--- config.mk ---
export PLATFORM = sky130hd
export DESIGN_NAME = shutdown_timebase
export DESIGN_NICKNAME = d
export VERILOG_FILES = /design/src/design/shutdown_timebase_pkg.sv /design/src/design/shutdown_timebase.sv
export SDC_FILE = /design/constraint.sdc
export NUM_CORES = 1
export LEC_CHECK = 0
export BUFFER_PORTS_ARGS = -buffer_cell sky130_fd_sc_hd__buf_2
export CAP_MARGIN = 20
export CORE_ASPECT_RATIO = 1.75
export CORE_MARGIN = 3
export CORE_UTILIZATION = 50
export CTS_BUF_LIST = sky130_fd_sc_hd__clkbuf_8
export CTS_CLUSTER_SIZE = 10
export DETAILED_ROUTE_END_ITERATION = 6
export PLACE_DENSITY = 0.72
export SETUP_SLACK_MARGIN = 0.05
export SLEW_MARGIN = 5
export SYNTH_ARGS = -nofsm -noshare
export SYNTH_HDL_FRONTEND = slang
export SYNTH_SLANG_ARGS = --single-unit
export TNS_END_PERCENT = 30
--- constraint.sdc ---
create_clock -name mclk -period 2.51 [get_ports mclk]
set_clock_uncertainty 0.2 [all_clocks]
set_input_delay 0.753 -clock mclk [delete_from_list [all_inputs] [get_ports mclk]]
set_output_delay 0.753 -clock mclk [all_outputs]
set_load 0.005 [all_outputs]
--- src/design/shutdown_timebase_pkg.sv ---
// Package with register map, field positions and reset values for the shutdown source and time base block.
package shutdown_timebase_pkg;

    localparam int unsigned ADDR_W = 4;
    localparam int unsigned DATA_W = 8;

    // Register offsets; none are given by the device, so these are local choices.
    localparam logic [3:0] OFF_SRC_SEL    = 4'h0;
    localparam logic [3:0] OFF_TB_LOW     = 4'h1;
    localparam logic [3:0] OFF_TB_HIGH    = 4'h2;
    localparam logic [3:0] OFF_LEVEL      = 4'h3;
    localparam logic [3:0] OFF_TB_CTRL    = 4'h4;
    localparam logic [3:0] OFF_IRQ_STATUS = 4'h5;
    localparam logic [3:0] OFF_IRQ_ENABLE = 4'h6;
    localparam logic [3:0] OFF_IRQ_CLEAR  = 4'h7;

    // Shutdown source register fields.
    localparam int unsigned SRC_PIN_BIT  = 7;
    localparam int unsigned SRC_CMP3_BIT = 3;
    localparam int unsigned SRC_CMP2_BIT = 2;
    localparam int unsigned SRC_CMP1_BIT = 1;
    localparam logic [7:0]  SRC_IMPL_MASK = 8'h8e;

    // Reset values.
    localparam logic [7:0] SRC_RESET     = 8'h00;
    localparam logic [7:0] TB_LOW_RESET  = 8'h00;
    localparam logic [7:0] TB_HIGH_RESET = 8'h01;
    localparam logic [7:0] LEVEL_RESET   = 8'h00;

    // Interrupt status bits.
    localparam int unsigned IRQ_SHUTDOWN_BIT = 0;
    localparam int unsigned IRQ_WRAP_BIT     = 1;
    localparam int unsigned IRQ_W            = 2;

    localparam int unsigned TB_RUN_BIT = 0;
    localparam int unsigned NUM_OUTPUTS = 6;

    typedef struct packed {
        logic              wr;
        logic              rd;
        logic [ADDR_W-1:0] addr;
        logic [DATA_W-1:0] wdata;
    } reg_req_t;

    typedef struct packed {
        logic cmp3;
        logic cmp2;
        logic cmp1;
        logic pin;
    } shutdown_inputs_t;

endpackage : shutdown_timebase_pkg

--- src/design/shutdown_timebase.sv ---
// Auto-shutdown source selection, forced output levels and software-visible 16-bit time base counter.
//
// Function
// - Pin source bit enables external pin shutdown.
// - Source bits 6-4 and 0 read zero.
// - Counter visible as readable, writable low/high bytes.
// - Reset: high byte 0x01, others cleared.
// - Shutdown drives outputs to their level bits.
//
// Local design decisions: the register offsets and the plain strobed port.
`timescale 1ns/1ps

module shutdown_timebase
    import shutdown_timebase_pkg::*;
#(
    parameter int unsigned N_OUT = NUM_OUTPUTS
) (
    input  wire logic                  mclk,
    input  wire logic                  resetn,
    input  wire logic [ADDR_W-1:0]     reg_addr,
    input  wire logic [DATA_W-1:0]     reg_wdata,
    input  wire logic                  reg_wr,
    input  wire logic                  reg_rd,
    output logic      [DATA_W-1:0]     reg_rdata,
    input  wire logic                  external_shutdown_input,
    input  wire logic                  synced_comparator1_out,
    input  wire logic                  synced_comparator2_out,
    input  wire logic                  synced_comparator3_out,
    input  wire logic [N_OUT-1:0]      pwm_in,
    output logic      [N_OUT-1:0]      pwm_out,
    output logic                       auto_shutdown,
    output logic                       irq
);

    if (N_OUT < 1 || N_OUT > DATA_W) begin : g_bad_n_out
        $error("N_OUT must lie between 1 and the data width");
    end

    reg_req_t         req;
    shutdown_inputs_t src;

    assign req = '{
        wr:    reg_wr,
        rd:    reg_rd,
        addr:  reg_addr,
        wdata: reg_wdata
    };

    // The pin arrives from outside, so it passes two flip-flops. The comparator outputs are already synchronised.
    logic pin_meta_q;
    logic pin_sync_q;

    always_ff @(posedge mclk or negedge resetn) begin
        if (!resetn) begin
            pin_meta_q <= 1'b0;
            pin_sync_q <= 1'b0;
        end else begin
            pin_meta_q <= external_shutdown_input;
            pin_sync_q <= pin_meta_q;
        end
    end

    assign src = '{
        cmp3: synced_comparator3_out,
        cmp2: synced_comparator2_out,
        cmp1: synced_comparator1_out,
        pin:  pin_sync_q
    };

    // Counter layout: the low byte holds the bottom half of the count, the high byte the top half.
    localparam int unsigned     TB_W     = 2 * DATA_W;
    localparam int unsigned     LOW_LSB  = 0;
    localparam int unsigned     HIGH_LSB = DATA_W;
    localparam logic [TB_W-1:0] TB_STEP  = TB_W'(1);

    // Register state.
    logic [DATA_W-1:0] src_sel_q;
    logic [DATA_W-1:0] level_q;
    logic              tb_run_q;
    logic [TB_W-1:0]   time_base_counter_q;
    logic [TB_W-1:0]   time_base_counter_d;
    logic [IRQ_W-1:0]  irq_status_q;
    logic [IRQ_W-1:0]  irq_status_d;
    logic [IRQ_W-1:0]  irq_enable_q;
    logic [DATA_W-1:0] rdata_q;

    // One decode function serves every write strobe, so no two registers can answer one offset.
    function automatic logic offset_hit(input logic              strobe,
                                        input logic [ADDR_W-1:0] addr,
                                        input logic [ADDR_W-1:0] off);
        return strobe && (addr == off);
    endfunction : offset_hit

    // Address decode.
    wire wr_src   = offset_hit(req.wr, req.addr, OFF_SRC_SEL);
    wire wr_low   = offset_hit(req.wr, req.addr, OFF_TB_LOW);
    wire wr_high  = offset_hit(req.wr, req.addr, OFF_TB_HIGH);
    wire wr_level = offset_hit(req.wr, req.addr, OFF_LEVEL);
    wire wr_ctrl  = offset_hit(req.wr, req.addr, OFF_TB_CTRL);
    wire wr_ien   = offset_hit(req.wr, req.addr, OFF_IRQ_ENABLE);
    wire wr_iclr  = offset_hit(req.wr, req.addr, OFF_IRQ_CLEAR);

    wire pin_shutdown_source_en  = src_sel_q[SRC_PIN_BIT];
    wire cmp1_shutdown_source_en = src_sel_q[SRC_CMP1_BIT];
    wire cmp2_shutdown_source_en = src_sel_q[SRC_CMP2_BIT];
    wire cmp3_shutdown_source_en = src_sel_q[SRC_CMP3_BIT];

    wire pin_hit  = pin_shutdown_source_en && src.pin;
    wire cmp1_hit = cmp1_shutdown_source_en && src.cmp1;
    wire cmp2_hit = cmp2_shutdown_source_en && src.cmp2;
    wire cmp3_hit = cmp3_shutdown_source_en && src.cmp3;

    // Shutdown follows the enabled sources as a level; a restart policy lives outside this block.
    wire shutdown_now = pin_hit || cmp1_hit || cmp2_hit || cmp3_hit;

    logic shutdown_q;

    always_ff @(posedge mclk or negedge resetn) begin
        if (!resetn) begin
            shutdown_q <= 1'b0;
        end else begin
            shutdown_q <= shutdown_now;
        end
    end

    assign auto_shutdown = shutdown_q;

    // Forced levels replace the PWM drive while shut down.
    // Each output takes its own level bit, so one output may park high while another parks low.
    logic [N_OUT-1:0] pwm_out_q;
    logic [N_OUT-1:0] pwm_out_d;

    for (genvar i = 0; i < N_OUT; i++) begin : g_force
        assign pwm_out_d[i] = shutdown_now ? level_q[i] : pwm_in[i];
    end

    always_ff @(posedge mclk or negedge resetn) begin
        if (!resetn) begin
            pwm_out_q <= '0;
        end else begin
            pwm_out_q <= pwm_out_d;
        end
    end

    assign pwm_out = pwm_out_q;

    // Time base counter: byte writes take priority over counting so software sees exactly what it wrote.
    wire tb_wrap = tb_run_q && (&time_base_counter_q);

    always_comb begin
        time_base_counter_d = time_base_counter_q;
        if (tb_run_q) begin
            time_base_counter_d = time_base_counter_q + TB_STEP;
        end
        if (wr_low) begin
            time_base_counter_d[LOW_LSB +: DATA_W] = req.wdata;
        end
        if (wr_high) begin
            time_base_counter_d[HIGH_LSB +: DATA_W] = req.wdata;
        end
    end

    // Events set status bits; a set in the same cycle as a clear wins.
    wire shutdown_rise = shutdown_now && !shutdown_q;
    wire [IRQ_W-1:0] irq_events = {tb_wrap, shutdown_rise};

    always_comb begin
        irq_status_d = irq_status_q;
        if (wr_iclr) begin
            irq_status_d = irq_status_q & ~req.wdata[IRQ_W-1:0];
        end
        irq_status_d = irq_status_d | irq_events;
    end

    // Unimplemented source bits never store a one, so a read cannot expose stale writes.
    always_ff @(posedge mclk or negedge resetn) begin
        if (!resetn) begin
            src_sel_q <= SRC_RESET;
        end else if (wr_src) begin
            src_sel_q <= req.wdata & SRC_IMPL_MASK;
        end
    end

    always_ff @(posedge mclk or negedge resetn) begin
        if (!resetn) begin
            level_q <= LEVEL_RESET;
        end else if (wr_level) begin
            level_q <= req.wdata;
        end
    end

    // The counter stays halted after reset, so the reset value remains visible until software starts it.
    always_ff @(posedge mclk or negedge resetn) begin
        if (!resetn) begin
            tb_run_q <= 1'b0;
        end else if (wr_ctrl) begin
            tb_run_q <= req.wdata[TB_RUN_BIT];
        end
    end

    always_ff @(posedge mclk or negedge resetn) begin
        if (!resetn) begin
            irq_enable_q <= '0;
        end else if (wr_ien) begin
            irq_enable_q <= req.wdata[IRQ_W-1:0];
        end
    end

    always_ff @(posedge mclk or negedge resetn) begin
        if (!resetn) begin
            time_base_counter_q <= {TB_HIGH_RESET, TB_LOW_RESET};
        end else begin
            time_base_counter_q <= time_base_counter_d;
        end
    end

    always_ff @(posedge mclk or negedge resetn) begin
        if (!resetn) begin
            irq_status_q <= '0;
        end else begin
            irq_status_q <= irq_status_d;
        end
    end

    // Read values per register; unmapped offsets and the write-only clear register read as zero.
    wire [DATA_W-1:0] rd_src_val    = src_sel_q & SRC_IMPL_MASK;
    wire [DATA_W-1:0] rd_low_val    = time_base_counter_q[LOW_LSB +: DATA_W];
    wire [DATA_W-1:0] rd_high_val   = time_base_counter_q[HIGH_LSB +: DATA_W];
    wire [DATA_W-1:0] rd_ctrl_val   = {{(DATA_W-1){1'b0}}, tb_run_q};
    wire [DATA_W-1:0] rd_status_val = {{(DATA_W-IRQ_W){1'b0}}, irq_status_q};
    wire [DATA_W-1:0] rd_enable_val = {{(DATA_W-IRQ_W){1'b0}}, irq_enable_q};

    logic [DATA_W-1:0] rd_mux;

    always_comb begin
        unique case (req.addr)
            OFF_SRC_SEL:    rd_mux = rd_src_val;
            OFF_TB_LOW:     rd_mux = rd_low_val;
            OFF_TB_HIGH:    rd_mux = rd_high_val;
            OFF_LEVEL:      rd_mux = level_q;
            OFF_TB_CTRL:    rd_mux = rd_ctrl_val;
            OFF_IRQ_STATUS: rd_mux = rd_status_val;
            OFF_IRQ_ENABLE: rd_mux = rd_enable_val;
            default:        rd_mux = '0;
        endcase
    end

    always_ff @(posedge mclk or negedge resetn) begin
        if (!resetn) begin
            rdata_q <= '0;
        end else begin
            rdata_q <= req.rd ? rd_mux : '0;
        end
    end

    assign reg_rdata = rdata_q;
    assign irq       = |(irq_status_q & irq_enable_q);

endmodule : shutdown_timebase

* Word-level counts from Yosys, hierarchy flattened
Index checks and enable logic that the tools add are counted.
** Storage, ports and cells
- Register bits :: 50
- Word-level logic and storage cells :: 58
** Cells by class
- Add/subtract/negate cells :: 1
- Eq/ne operators :: 7
- Muxes and demuxes :: 12
- Bitwise gates (word level) :: 4
- Reduce and logical (&&, ||, !) cells :: 22
** Operators by type and width (number)
- $pmux 8 s7 :: 1
- $mux 8 :: 3
- $add 16x1->16 const B :: 1
- $eq 4x3->1 const B :: 4
- $mux 16 :: 1
- $reduce_and 16->1 :: 1
- $logic_and 1x1->1 :: 13
- $eq 4x2->1 const B :: 2
- $mux 1 :: 6
- $and 2x2->2 :: 2
- $eq 4x1->1 const B :: 1
- $logic_not 4->1 :: 1
- $reduce_bool 2->1 :: 2
- $logic_or 1x1->1 :: 3
- $mux 2 :: 1
- $not 2->2 :: 1
- $or 2x2->2 :: 1
- $reduce_or 2->1 :: 1
- $logic_not 1->1 :: 1

* Longest topological paths before layout
- Depth after elaboration :: 6
- Mapped depth :: 6

* Least setup slack after synthesis
No wires, ideal clock.
- Path kind :: input to register
- From :: in reg_addr[2]
- To :: reg time_base_counter_q[13]
- Arrival :: 1.949 ns
- Slack :: 0.229 ns
- Stages on the path :: 5
- Buffers on the path :: 1
- Cells stage by stage :: buf_2 > nor3b_1 > nand2_1 > and3_1 > or3_1
** On the way
- Cells in the longest elaborated chain, start to end :: 3
- Elaborated cells between the ends (all ways) :: 4
** RTL lines
- start: declaration :: RTL line shutdown_timebase.sv:20 : input wire logic [ADDR_W-1:0] reg_addr,
- $eq 4x2->1 (*) :: RTL line shutdown_timebase.sv:91 : return strobe && (addr == off);
- $logic_and 1x1->1 (*) :: RTL line shutdown_timebase.sv:91
- $mux 8 or $reduce_bool 2->1 (tied branches)
- end signal: assignment :: RTL line shutdown_timebase.sv:211 : time_base_counter_q <= {TB_HIGH_RESET, TB_LOW_RESET};
- end signal: assignment :: RTL line shutdown_timebase.sv:213 : time_base_counter_q <= time_base_counter_d;
- end: declaration :: RTL line shutdown_timebase.sv:80 : logic [TB_W-1:0] time_base_counter_q;
Mark *: on every way between the ends. The rest lies on a longest branch, timed or not.
A chain may end at the register's enable or synchronous reset.

* Worst setup path in the final report
- From :: reg time_base_counter_q[8]
- To :: reg time_base_counter_q[13]
** On the way
- Cells in the longest elaborated chain, start to end :: 3
** RTL lines
- $add 16x1->16 :: RTL line shutdown_timebase.sv:153 : time_base_counter_d = time_base_counter_q + TB_STEP;
- $mux 16 :: RTL line shutdown_timebase.sv:152 : if (tb_run_q) begin
- $mux 8 :: RTL line shutdown_timebase.sv:158 : if (wr_high) begin
No other way between the ends. The select of a mux whose other input is x is not followed.

==> results.sh <==
export IMPL_synth_edf_count=0
export IMPL_die_w_microns=58.5
export IMPL_cts_buffers=5
export IMPL_clock_path_buffers=2
export IMPL_routed_wl_microns=5330
export IMPL_grt_setup_unrepaired="no"
export IMPL_rrSetupSlack_ns=0.40
export IMPL_async_flop_share_pct=100
export IMPL_htreeDepth=2
export IMPL_drt_iter0_drc=61
export IMPL_rr_worst_depth=4
export IMPL_grtUsageTotal_pct=21.0
export IMPL_max_slew_margin_pct=67.3
export IMPL_dp_hpwl_microns=4080
export IMPL_routabilityCongestion=0.865
export IMPL_die_area_sq_um=5730
export IMPL_antenna_found_initial=0
export IMPL_via_per_inst=5.71
export IMPL_synth_cell_types=40
export IMPL_timing_final_ws_setup_ns=0.403
export IMPL_period_minus_slack_ns=2.11
export IMPL_critical_path_top_delay_family="simple AND/OR/NAND/NOR gates"
export IMPL_final_common_cell="dfrtp_1"
export IMPL_grt_overflow=0
export IMPL_required_ns=2.50
export IMPL_finalHoldViolCount=0
export IMPL_maxCapViolations=0
export IMPL_pre_cts_slack_ns=0.257
export IMPL_p_leak_nw=1.26
export IMPL_hold_depth=0
export IMPL_setup_viol_count_final=0
export IMPL_synth_avg_cell_area_sq_um=11.2
export IMPL_area_growth_pct=17.1
export IMPL_layout_drive_gt1_share_pct=34.6
export IMPL_cp_num_buf_inv=0
export IMPL_power_density_nw_per_um2=904
export IMPL_post_route_drc_count=0
export IMPL_crit_fanout=6
export IMPL_crit_path_start_kind="flip-flop"
export IMPL_first_pass_iters=4
export IMPL_vias=1793
export IMPL_cp_slowest_cell="dfstp_2"
export IMPL_critPathMaxStageDelay_ns=0.60
export IMPL_ys_flop_type="dfrtp_1"
export IMPL_synth_area_sq_um=2410
export IMPL_ys_seq_area_share_pct=51.9
export IMPL_fmax_mhz=475
export IMPL_io_pins=42
export IMPL_final_cell_mix="dfrtp_1 (49), buf_2 (41), nor2_1 (27)"
export IMPL_end_kind="flip-flop"
export IMPL_synth_cells=215
export IMPL_worstSetupStartpoint="time_base_counter_q[8]"
export IMPL_final_nets=289
export IMPL_wire_per_inst_microns=17.0
export IMPL_drt_antenna_violating_nets=0
export IMPL_slew_viol_final=0
export IMPL_hold_slack_ns=0.168
export IMPL_r2r_end="time_base_counter_q[13]"
export IMPL_synth_fp_nets=242
export IMPL_worst_pin_slew_ns=0.489
export IMPL_path_cells="nand4_1 > or4_4 > and3_1 > or3_1"
export IMPL_cts_sinks=50
export IMPL_crit_type="flip-flop to flip-flop"
export IMPL_fin_crit_sh_pct=83.9
export IMPL_hold_path_end="pin_sync_q"
export IMPL_hold_class="flip-flop to flip-flop"
export IMPL_fp_dieH_microns=97.9
export IMPL_fp_row_count=32
export IMPL_ctsResizeCount=0
export IMPL_power_mw=2.55
export IMPL_grt_max_degree=33
export IMPL_initial_utilization_pct=53.3
export IMPL_diodes=0
export IMPL_ctsHoldBuffers=0
export IMPL_arrival_ns=2.09
export IMPL_cts_clk_slew_worst_paths_ns=0.09
export IMPL_worstSkewPairLatency_ns=0.30
export IMPL_holdCritStartpoint="pin_meta_q"
export IMPL_cts_root_buffer="clkbuf_8"
export IMPL_io_buffers=41
export IMPL_status="completed"
export IMPL_cts_tree="done"
export IMPL_grt_pass1_wl_microns=9070
export IMPL_tns_ns=0
export IMPL_post_cts_setup_buffer_count=0
export IMPL_yosys_warnings=0
export IMPL_peakVddDrop_v=0.000552
export IMPL_coreArea_sq_um=4520
export IMPL_ys_ff_latch=50
export IMPL_grt_pass1_vias=1831
export IMPL_r2r_start="time_base_counter_q[8]"
-- how the worst max path moves through the flow --
| stage | slack [ns] | to | cells past startpoint |
|---|---|---|---|
| after floorplan | 0.23 | time_base_counter_q[13] | 5 |
| after global placement | 0.27 | time_base_counter_q[6] | 6 |
| after detailed placement | 0.26 | time_base_counter_q[1] | 6 |
| after CTS | 0.41 | time_base_counter_q[13] | 4 |
| after global routing | 0.28 | time_base_counter_q[14] | 5 |
| final | 0.40 | time_base_counter_q[13] | 4 |
-- power breakdown --
group,switching (mW),internal [mW]
clock,0.263,0.293
combinational,0.302,0.392
sequential,0.274,1.03
-- cell usage after synthesis, drive strengths merged (2+ instances only) --
| master | number | area (sq um) |
|---|---|---|
| nor2 | 27 | 101 |
| nor2b | 6 | 37.5 |
| a22oi | 5 | 37.5 |
| and3 | 4 | 25.0 |
| xor2 | 4 | 35.0 |
| or3 | 2 | 12.5 |
| dfrtp | 49 | 1230 |
| nor3 | 3 | 15.0 |
| buf | 5 | 25.0 |
| a21oi | 16 | 80.1 |
| mux2 | 26 | 293 |
| nor3b | 3 | 22.5 |
| clkbuf | 4 | 15.0 |
| a221oi | 2 | 17.5 |
| mux4 | 3 | 67.6 |
| nand4 | 7 | 50.1 |
| a31oi | 2 | 12.5 |
| nand2b | 2 | 12.5 |
| mux2i | 3 | 30.0 |
| nand3 | 6 | 35.0 |
| nand2 | 11 | 41.3 |
| nor4 | 2 | 12.5 |
| xnor2 | 9 | 78.8 |
| a211oi | 2 | 15.0 |
-- kinds of logic (layout without fill, tap and decap cells) --
family                     Yosys count  after routing  share of synthesized area, %
and+or+nand+nor                     78             78                          16.8
DFF                                 50             50                          51.9
muxes                               32             32                          16.2
buffers and inverters               10             58                          1.81
AOI/OAI and AO/OA                   31             31                          8.04
xor gates and xnor gates            13             13                          4.72
adders and majority gates            1              1                         0.518
-- worst register-to-register path: stages, from the launching register on --
cell and delay, ns:
dfstp_2 0.60, nand4_1 0.17, or4_4 0.52, and3_1 0.19, or3_1 0.33
-- final cells by class --
type                    instances  area (sq um)
multi-input cells             155          1120
clock buffers                   5          68.8
well taps                      51          63.8
repair buffers                 49           278
inverters                       1          3.75
fillers                       387          1700
clock inverters                 3          41.3
flip-flops and latches         50          1250
-- sequential cells by signal, summed over array words and instances (netlist names) --
register / flops
pwm_out: 6
irq_enable_q: 2
pin_sync_q: 1
time_base_counter_q: 16
src_sel_q: 4
auto_shutdown: 1
reg_rdata: 8
pin_meta_q: 1
irq_status_q: 2
tb_run_q: 1
level_q: 8
-- stage by stage --
stage                     std cells  utilization (%)  cell area [sq um]
after floorplan                 215                -               2410
after global placement          306             60.0               2720
after detailed placement        306             60.0               2720
after CTS                       314             62.4               2830
after global routing            314             62.4               2830
final                           314             62.4               2830
-- layer usage --
metal / vias to the layer above / part of all wire [%] / GRT usage, %
li1: 862 / - / -
met1: 869 / 38 / 25.9
met2: 55 / 54 / 35.4
met3: 7 / 5.4 / 3.97
met4: 0 / 2.3 / 8.21
met5: - / 0 / 0
(Power assumes the default switching activity.)
